`src/hdl/flash_adc_pkg.sv`:
```
package flash_adc_pkg;

  localparam int CODE_W        = 10;
  localparam int UPPER_W       = 9;
  localparam int COMP_N        = 512;
  localparam int DATA_W        = 32;
  localparam int ADDR_W        = 8;
  localparam int CNT_W         = 16;

  // aperture delay
  localparam int CLK_MHZ       = 200;
  localparam int APERTURE_NS   = 10;
  localparam int APERTURE_CYC  =
    (APERTURE_NS * CLK_MHZ + 999) / 1000 < 1 ? 1 :
    (APERTURE_NS * CLK_MHZ + 999) / 1000;

  // register map
  localparam logic [7:0] REG_CTRL   = 8'h00;
  localparam logic [7:0] REG_STATUS = 8'h04;
  localparam logic [7:0] REG_CONV   = 8'h08;
  localparam logic [7:0] REG_MISS   = 8'h0C;

  localparam int CTRL_EN_BIT   = 0;
  localparam logic CTRL_RESET  = 1'b1;
  localparam int STAT_CODE_LSB = 0;
  localparam int STAT_OVR_BIT  = 10;
  localparam int STAT_BUSY_BIT = 11;
  localparam int STAT_FULL_BIT = 12;

  localparam int BUF_DEPTH     = 2;

  typedef struct packed {
    logic                overRange;
    logic [CODE_W-1:0]   code;
  } result_s;

  localparam int RES_W = $bits(result_s);

  typedef enum logic [1:0] {
    ST_IDLE,
    ST_APERTURE,
    ST_DECODE,
    ST_PUSH
  } conv_e;

endpackage : flash_adc_pkg

```
`src/hdl/flash_adc_output_coding.sv`:
```
// Function
// each sample strobe from outside starts one conversion of the input; one arriving while busy or with ctrlEn_q clear is dropped as a miss.
// a conversion completes in one decode step giving one word per strobe.
// each result is delivered as a 10-bit code on the result lines.
// upper nine bits come from 512 comparators, the lsb by interpolation.
// the over-range flag is set when the input exceeds positive full scale.
// low bits flip high inverts bits 0 to 8, low passes them unchanged.
// top bit flip high inverts bit 9, low passes it unchanged.
// the two flip controls select one of four output codings.
// the input is sampled a fixed aperture delay after the strobe rises.
// the strobe rising edge triggers conversion by latching comparators.
// capture logic takes the result only after the output delay passes.
// capture logic holds both flip controls fixed during conversions.
//
// The placing of the registers and the address-and-strobe port were decided locally.
module flash_adc_output_coding
  import flash_adc_pkg::*;
(
  input  wire logic              sys_clk,
  input  wire logic              rst_n,
  input  wire logic              clkEn,
  input  wire logic              sampleStrobe,
  input  wire logic [COMP_N-1:0] compBank,
  input  wire logic [COMP_N-1:0] interpBank,
  input  wire logic              overComp,
  input  wire logic              lowBitsFlip,
  input  wire logic              topBitFlip,
  output logic [CODE_W-1:0]      resultBits,
  output logic                   overRangeFlag,
  output logic                   resultValid,
  input  wire logic              resultReady,
  input  wire logic [ADDR_W-1:0] regAddr,
  input  wire logic [DATA_W-1:0] regWrData,
  input  wire logic              regWrStb,
  input  wire logic              regRdStb,
  output logic [DATA_W-1:0]      regRdData
);

  // pin synchronisers
  logic              strobeMeta_q;
  logic              strobeSync_q;
  logic              strobeLast_q;
  logic [COMP_N-1:0] compMeta_q;
  logic [COMP_N-1:0] compSync_q;
  logic [COMP_N-1:0] interpMeta_q;
  logic [COMP_N-1:0] interpSync_q;
  logic              overMeta_q;
  logic              overSync_q;
  logic [1:0]        flipMeta_q;
  logic [1:0]        flipSync_q;
  logic              strobeRise;

  // conversion state
  conv_e             state_q;
  logic [3:0]        apCnt_q;
  logic [COMP_N-1:0] latchComp_q;
  logic [COMP_N-1:0] latchInterp_q;
  logic              latchOver_q;
  result_s           pend_q;
  logic [CODE_W-1:0] rawCode;

  // registers
  logic              ctrlEn_q;
  logic [CNT_W-1:0]  convCnt_q;
  logic [CNT_W-1:0]  missCnt_q;
  result_s           lastRes_q;

  // buffer
  logic              bufInReady;
  logic              bufOutValid;
  logic              bufOutReady;
  result_s           bufOutData;

  localparam logic [3:0] AP_LOAD = 4'(APERTURE_CYC - 1);

  function automatic logic [UPPER_W-1:0] thermoLevel(
    input logic [COMP_N-1:0] t
  );
    logic [UPPER_W+1:0] n;
    n = '0;
    for (int i = 0; i < COMP_N; i++) begin
      n = n + (UPPER_W+2)'(t[i]);
    end
    if (n > (UPPER_W+2)'(COMP_N - 1)) begin
      thermoLevel = '1;
    end else begin
      thermoLevel = n[UPPER_W-1:0];
    end
  endfunction : thermoLevel

  function automatic logic [CODE_W-1:0] applyCoding(
    input logic [CODE_W-1:0] c,
    input logic              lowF,
    input logic              topF
  );
    applyCoding = {c[CODE_W-1] ^ topF, c[UPPER_W-1:0] ^ {UPPER_W{lowF}}};
  endfunction : applyCoding

  always_ff @(posedge sys_clk or negedge rst_n) begin
    if (!rst_n) begin
      strobeMeta_q <= 1'b0;
      strobeSync_q <= 1'b0;
      strobeLast_q <= 1'b0;
      overMeta_q   <= 1'b0;
      overSync_q   <= 1'b0;
      flipMeta_q   <= '0;
      flipSync_q   <= '0;
      compMeta_q   <= '0;
      compSync_q   <= '0;
      interpMeta_q <= '0;
      interpSync_q <= '0;
    end else if (clkEn) begin
      strobeMeta_q <= sampleStrobe;
      strobeSync_q <= strobeMeta_q;
      strobeLast_q <= strobeSync_q;
      overMeta_q   <= overComp;
      overSync_q   <= overMeta_q;
      flipMeta_q   <= {topBitFlip, lowBitsFlip};
      flipSync_q   <= flipMeta_q;
      compMeta_q   <= compBank;
      compSync_q   <= compMeta_q;
      interpMeta_q <= interpBank;
      interpSync_q <= interpMeta_q;
    end
  end

  assign strobeRise = strobeSync_q && !strobeLast_q;

  // upper bits from comparator level, lsb interpolated
  assign rawCode = {thermoLevel(latchComp_q),
                    latchInterp_q[thermoLevel(latchComp_q)]};

  always_ff @(posedge sys_clk or negedge rst_n) begin
    if (!rst_n) begin
      state_q <= ST_IDLE;
      apCnt_q <= '0;
    end else if (clkEn) begin
      case (state_q)
        ST_IDLE: begin
          if (strobeRise && ctrlEn_q) begin
            state_q <= ST_APERTURE;
            apCnt_q <= AP_LOAD;
          end
        end
        ST_APERTURE: begin
          if (apCnt_q == '0) begin
            state_q <= ST_DECODE;
          end else begin
            apCnt_q <= apCnt_q - 4'h1;
          end
        end
        ST_DECODE: begin
          state_q <= ST_PUSH;
        end
        ST_PUSH: begin
          if (bufInReady) begin
            state_q <= ST_IDLE;
          end
        end
        default: begin
          state_q <= ST_IDLE;
        end
      endcase
    end
  end

  always_ff @(posedge sys_clk or negedge rst_n) begin
    if (!rst_n) begin
      latchComp_q   <= '0;
      latchInterp_q <= '0;
      latchOver_q   <= 1'b0;
    end else if (clkEn && state_q == ST_APERTURE && apCnt_q == '0) begin
      latchComp_q   <= compSync_q;
      latchInterp_q <= interpSync_q;
      latchOver_q   <= overSync_q;
    end
  end

  always_ff @(posedge sys_clk or negedge rst_n) begin
    if (!rst_n) begin
      pend_q <= '0;
    end else if (clkEn && state_q == ST_DECODE) begin
      pend_q.code      <= applyCoding(rawCode, flipSync_q[0],
                                      flipSync_q[1]);
      pend_q.overRange <= latchOver_q;
    end
  end

  result_buffer #(
    .WIDTH (RES_W),
    .DEPTH (BUF_DEPTH)
  ) u_buf (
    .sys_clk  (sys_clk),
    .rst_n    (rst_n),
    .clkEn    (clkEn),
    .inValid  (state_q == ST_PUSH),
    .inReady  (bufInReady),
    .inData   (pend_q),
    .outValid (bufOutValid),
    .outReady (bufOutReady),
    .outData  (bufOutData)
  );

  assign bufOutReady = !resultValid || resultReady;

  // output stage, held until taken
  always_ff @(posedge sys_clk or negedge rst_n) begin
    if (!rst_n) begin
      resultBits    <= '0;
      overRangeFlag <= 1'b0;
      resultValid   <= 1'b0;
    end else if (clkEn && bufOutReady) begin
      resultValid <= bufOutValid;
      if (bufOutValid) begin
        resultBits    <= bufOutData.code;
        overRangeFlag <= bufOutData.overRange;
      end
    end
  end

  always_ff @(posedge sys_clk or negedge rst_n) begin
    if (!rst_n) begin
      convCnt_q <= '0;
      missCnt_q <= '0;
      lastRes_q <= '0;
    end else if (clkEn) begin
      if (state_q == ST_PUSH && bufInReady) begin
        convCnt_q <= convCnt_q + CNT_W'(1);
        lastRes_q <= pend_q;
      end
      if (strobeRise && (state_q != ST_IDLE || !ctrlEn_q)) begin
        missCnt_q <= missCnt_q + CNT_W'(1);
      end
    end
  end

  // register port
  always_ff @(posedge sys_clk or negedge rst_n) begin
    if (!rst_n) begin
      ctrlEn_q <= CTRL_RESET;
    end else if (clkEn && regWrStb && regAddr == REG_CTRL) begin
      ctrlEn_q <= regWrData[CTRL_EN_BIT];
    end
  end

  always_ff @(posedge sys_clk or negedge rst_n) begin
    if (!rst_n) begin
      regRdData <= '0;
    end else if (clkEn) begin
      regRdData <= '0;
      if (regRdStb) begin
        case (regAddr)
          REG_CTRL: begin
            regRdData[CTRL_EN_BIT] <= ctrlEn_q;
          end
          REG_STATUS: begin
            regRdData[STAT_CODE_LSB +: CODE_W] <= lastRes_q.code;
            regRdData[STAT_OVR_BIT]  <= lastRes_q.overRange;
            regRdData[STAT_BUSY_BIT] <= (state_q != ST_IDLE);
            regRdData[STAT_FULL_BIT] <= !bufInReady;
          end
          REG_CONV: begin
            regRdData[CNT_W-1:0] <= convCnt_q;
          end
          REG_MISS: begin
            regRdData[CNT_W-1:0] <= missCnt_q;
          end
          default: begin
            regRdData <= '0;
          end
        endcase
      end
    end
  end
endmodule : flash_adc_output_coding

```
`src/hdl/result_buffer.sv`:
```
module result_buffer
  import flash_adc_pkg::*;
#(
  parameter int WIDTH = RES_W,
  parameter int DEPTH = BUF_DEPTH
) (
  input  wire logic             sys_clk,
  input  wire logic             rst_n,
  input  wire logic             clkEn,
  input  wire logic             inValid,
  output logic                  inReady,
  input  wire logic [WIDTH-1:0] inData,
  output logic                  outValid,
  input  wire logic             outReady,
  output logic [WIDTH-1:0]      outData
);
  localparam int PW = (DEPTH > 1) ? $clog2(DEPTH) : 1;
  localparam logic [PW:0] DEPTH_C = (PW+1)'(DEPTH);
  localparam logic [PW-1:0] LAST_C = PW'(DEPTH - 1);

  logic [WIDTH-1:0] mem_q [DEPTH];
  logic [PW-1:0]    wrPtr_q;
  logic [PW-1:0]    rdPtr_q;
  logic [PW:0]      fill_q;
  logic             doWr;
  logic             doRd;

  assign inReady  = (fill_q != DEPTH_C);
  assign outValid = (fill_q != '0);
  assign outData  = mem_q[rdPtr_q];
  assign doWr     = clkEn && inValid && inReady;
  assign doRd     = clkEn && outValid && outReady;

  function automatic logic [PW-1:0] nextPtr(input logic [PW-1:0] p);
    nextPtr = (p == LAST_C) ? '0 : p + PW'(1);
  endfunction : nextPtr

  always_ff @(posedge sys_clk) begin
    if (doWr) begin
      mem_q[wrPtr_q] <= inData;
    end
  end

  always_ff @(posedge sys_clk or negedge rst_n) begin
    if (!rst_n) begin
      wrPtr_q <= '0;
      rdPtr_q <= '0;
    end else begin
      if (doWr) begin
        wrPtr_q <= nextPtr(wrPtr_q);
      end
      if (doRd) begin
        rdPtr_q <= nextPtr(rdPtr_q);
      end
    end
  end

  always_ff @(posedge sys_clk or negedge rst_n) begin
    if (!rst_n) begin
      fill_q <= '0;
    end else if (doWr && !doRd) begin
      fill_q <= fill_q + (PW+1)'(1);
    end else if (doRd && !doWr) begin
      fill_q <= fill_q - (PW+1)'(1);
    end
  end

endmodule : result_buffer

```
`config.mk`:
```
export PLATFORM = sky130hd
export DESIGN_NAME = flash_adc_output_coding
export DESIGN_NICKNAME = d
export VERILOG_FILES = /design/src/hdl/flash_adc_pkg.sv /design/src/hdl/flash_adc_output_coding.sv /design/src/hdl/result_buffer.sv
export SDC_FILE = /design/constraint.sdc
export NUM_CORES = 2
export LEC_CHECK = 0
export BUFFER_PORTS_ARGS = -buffer_cell sky130_fd_sc_hd__clkbuf_2
export CAP_MARGIN = 20
export CELL_PAD_IN_SITES_DETAIL_PLACEMENT = 1
export CELL_PAD_IN_SITES_GLOBAL_PLACEMENT = 1
export CORE_MARGIN = 10
export CORE_UTILIZATION = 46
export DETAILED_ROUTE_END_ITERATION = 10
export PLACE_DENSITY_LB_ADDON = 0.1
export SYNTH_ARGS = -nofsm -noshare
export SYNTH_HDL_FRONTEND = slang
export SYNTH_SLANG_ARGS = --single-unit
export TNS_END_PERCENT = 100
```
`constraint.sdc`:
```
create_clock -name sys_clk -period 9.6 [get_ports sys_clk]
set_input_delay 1.44 -clock sys_clk [delete_from_list [all_inputs] [get_ports sys_clk]]
set_output_delay 1.44 -clock sys_clk [all_outputs]
set_load 0.05 [all_outputs]
```
==> results.sh <==
export IMPL_finish_utilization_pct=54.8
export IMPL_grt_pass1_vias=88200
export IMPL_final_worst_setup_slack_ns=-1.44
export IMPL_floorplan_initialDensity_pct=46.3
export IMPL_die_w_um=567
export IMPL_finalNetCount=12100
export IMPL_async_reset_ff_share_pct=99.3
export IMPL_final_setup_skew_ns=0.0566
export IMPL_worstSetupPathType="reg -> reg"
export IMPL_detailedRoute_firstPassIterationCount=5
export IMPL_timing_critical_path_from_type="register"
export IMPL_timing_reg2reg_setup_slack_ns=-1.44
export IMPL_postSynthCellCount=9085
export IMPL_grt_start_max_net_pins=179
export IMPL_area_delta_synth_final_pct=18.5
export IMPL_synthTopCellsByArea="sky130_fd_sc_hd__dfrtp_1 (58%), sky130_fd_sc_hd__mux2_2 (26%), sky130_fd_sc_hd__fa_1 (7.2%)"
export IMPL_global_route_wire_length_before_repair_mm=600
export IMPL_clk_pin_slew_ns=0.06
export IMPL_gp_congestion=0.852
export IMPL_rr_startpoint="latchComp_q[401]"
export IMPL_post_drt_wl_per_cell_um=27.4
export IMPL_final_cell_mix="sky130_fd_sc_hd__dfrtp_1 (3174), sky130_fd_sc_hd__mux2_2 (3133), sky130_fd_sc_hd__clkbuf_2 (1068)"
export IMPL_transition_time_at_the_pin_with_the_least_slew_margin_ns=1.20
export IMPL_yosys_register_bits=3197
export IMPL_yosysTopAreaCell="sky130_fd_sc_hd__dfrtp_1"
export IMPL_syn_area_per_cell_um2=15.1
export IMPL_layout_cells_most_common="sky130_fd_sc_hd__dfrtp_1"
export IMPL_synth_top_area_share_pct=57.7
export IMPL_max_slew_margin_rel_pct=20.0
export IMPL_die_area_mm2=0.321
export IMPL_route_final_wire_length_mm=403
export IMPL_cts_tree="yes"
export IMPL_final_antenna_net_count=0
export IMPL_timing_final_crit_share_pct=115
export IMPL_max_cap_violations=0
export IMPL_final_report_max_slew_violation_count=0
export IMPL_period_needed_ns=11.04
export IMPL_dp_hpwl_mm=299
export IMPL_combined_area_of_all_synthesized_cells_mm2=0.138
export IMPL_max_clock_freq_mhz=90.5
export IMPL_core_area_mm2=0.297
export IMPL_grt_remaining_overflow=0
export IMPL_buffer_ports_inserted=1070
export IMPL_cts_max_level=5
export IMPL_largest_fanout_on_the_critical_path=8
export IMPL_outcome="complete, but fails checks"
export IMPL_crit_top_cell="sky130_fd_sc_hd__fa_1"
export IMPL_clkSinkCount=3197
export IMPL_floorplan_rows=200
export IMPL_pre_cts_slack_ns=-1.86
export IMPL_ys_dominant_reg_cell="sky130_fd_sc_hd__dfrtp_1"
export IMPL_critical_path_startpoint="latchComp_q[401]"
export IMPL_crit_slowest_cell="sky130_fd_sc_hd__fa_2"
export IMPL_worstRegToRegCells=38
export IMPL_drt_drc_violations_left=0
export IMPL_postLayoutCellArea_mm2=0.163
export IMPL_number_of_hold_violations_in_the_final_report=0
export IMPL_critPathRequiredTime_ns=10.36
export IMPL_dr_total_vias=78100
export IMPL_rsz0062_at_grt="yes"
export IMPL_vias_per_std_cell=5.31
export IMPL_min_delay_path_class="in -> async"
export IMPL_clockBufferDepth=4
export IMPL_drt_iter0_drc=4825
export IMPL_endpoint_of_the_most_critical_setup_path="pend_q[0]"
export IMPL_timing_critical_path_slowest_cell_delay_ns=0.64
export IMPL_synth_cell_type_count=96
export IMPL_critPathCaptureType="register"
export IMPL_synth_seq_area_share_pct=58.2
export IMPL_synth_enable_flop_cells=22
export IMPL_placement_stage_cell_area_mm2=0.150
export IMPL_die_h_um=567
export IMPL_cts_hold_buffers=0
export IMPL_grt_total_usage_pct=24.8
export IMPL_setup_violations_final=9
export IMPL_later_pin_clock_latency_in_the_skew_report_ns=0.92
export IMPL_cts_root_buffer="sky130_fd_sc_hd__clkbuf_16"
export IMPL_failing_checks="setup timing"
export IMPL_ios=1118
export IMPL_worstPathArrival_ns=11.80
export IMPL_final_layout_size_suffix_gt1_share_pct=49.8
export IMPL_initial_antenna_violation_count=53
export IMPL_cts_buffers=350
export IMPL_synth_yosys_warnings=0
export IMPL_worst_r2r_endpoint="pend_q[0]"
[final cells by class]
cell class / instances / area, um^2
multi-input cells: 4632 / 53100
fillers: 28200 / 134000
diodes: 21 / 52.6
clock inverters: 136 / 2080
clock buffers: 493 / 10100
repair buffers: 1459 / 9490
well taps: 3939 / 4930
inverters: 816 / 3070
flip-flops and latches: 3197 / 80100
[through the flow]
| stage | hold WS [ns] | cells | setup TNS [ns] |
|---|---|---|---|
| 2_1_floorplan | 0.441 | 9100 | -0.0979 |
| 3_3_place_gp | 0.458 | 14000 | -6.16 |
| 3_5_place_dp | 0.465 | 14000 | -6.99 |
| 4_1_cts | 0.431 | 14700 | -3.77 |
| 5_1_grt | 0.467 | 14700 | -6.16 |
| 6_report | 0.447 | 14700 | -3.37 |
[worst max-delay path, delay by kind of cell (launching register included)]
kind / cells / cell delay, ns
AO/OA/AOI/OAI: 3 / 0.56
AND/OR/NAND/NOR: 6 / 1.13
flip-flops: 1 / 0.35
adder cells (fa/ha/maj): 15 / 7.31
buffers and inverters: 12 / 1.14
XOR/XNOR: 2 / 0.39
[registers in the layout, indices dropped and copies added (netlist names), 2 cells and up]
signal and count:
apCnt_q 4, latchInterp_q 512, state_q 2, u_buf.fill_q 2, flipSync_q 2, interpMeta_q 512, missCnt_q 16, compMeta_q 512
u_buf.mem_q 22, interpSync_q 512, latchComp_q 512, compSync_q 512, regRdData 16, convCnt_q 16, flipMeta_q 2, pend_q 11
resultBits 10, lastRes_q 11
[cell usage after synthesis, drive strengths merged (19+ instances only)]
cell	instances
ha	75
nand2	155
a21oi	72
a21o	25
dfrtp	3174
clkbuf	369
nand3	44
o22ai	43
edfxtp	22
mux2	3133
a22oi	19
fa	495
xnor2	29
mux4	32
xor2	21
nor2	68
mux2i	91
buf	84
inv	816
nor3	26
o21ai	88
a211oi	33
[how the worst min path moves through the flow]
stage | slack (ns) | from | cells past startpoint | endpoint
5_1_grt | 0.47 | rst_n | 1 | regRdData[10]
2_1_floorplan | 0.44 | missCnt_q[15] | 1 | missCnt_q[15]
4_1_cts | 0.43 | rst_n | 1 | regRdData[10]
6_report | 0.45 | rst_n | 1 | regRdData[10]
3_3_place_gp | 0.46 | missCnt_q[15] | 1 | missCnt_q[15]
3_5_place_dp | 0.47 | missCnt_q[15] | 1 | missCnt_q[15]
[per-layer routing]
layer | global-route usage, % | up-vias | wire length [um] | part of all wire [%]
met2 | 39.0 | 1802 | 187000 | 46
met1 | 35.1 | 42000 | 180000 | 45
met3 | 4.71 | 521 | 21900 | 5.4
li1 | - | 33800 | - | -
met5 | 0 | - | 13 | 0.0032
met4 | 7.60 | 2 | 13400 | 3.3
[what timing repair did]
action	in CTS	in global routing
setup endpoints to repair	10	10
resized for setup	134	49
setup buffers	18	10
gates cloned	2	0
pin swaps	32	42
[kinds of logic (layout without fill, tap and decap cells)]
group	after synthesis	count (layout)	share of synthesized area, %
adder cells (fa/ha/maj)	570	570	7.88
flip-flops	3197	3197	58.2
buffers and inverters	1271	2904	3.65
AND/OR/NAND/NOR	362	362	1.25
multiplexers	3256	3256	26.8
XOR/XNOR	50	50	0.332
other	1	37	0.00273
AO/OA/AOI/OAI	378	378	1.82
Power is left out: the tool's default activity adds up to more than one toggle a clock period on the data nets, which glitch-free logic cannot reach.
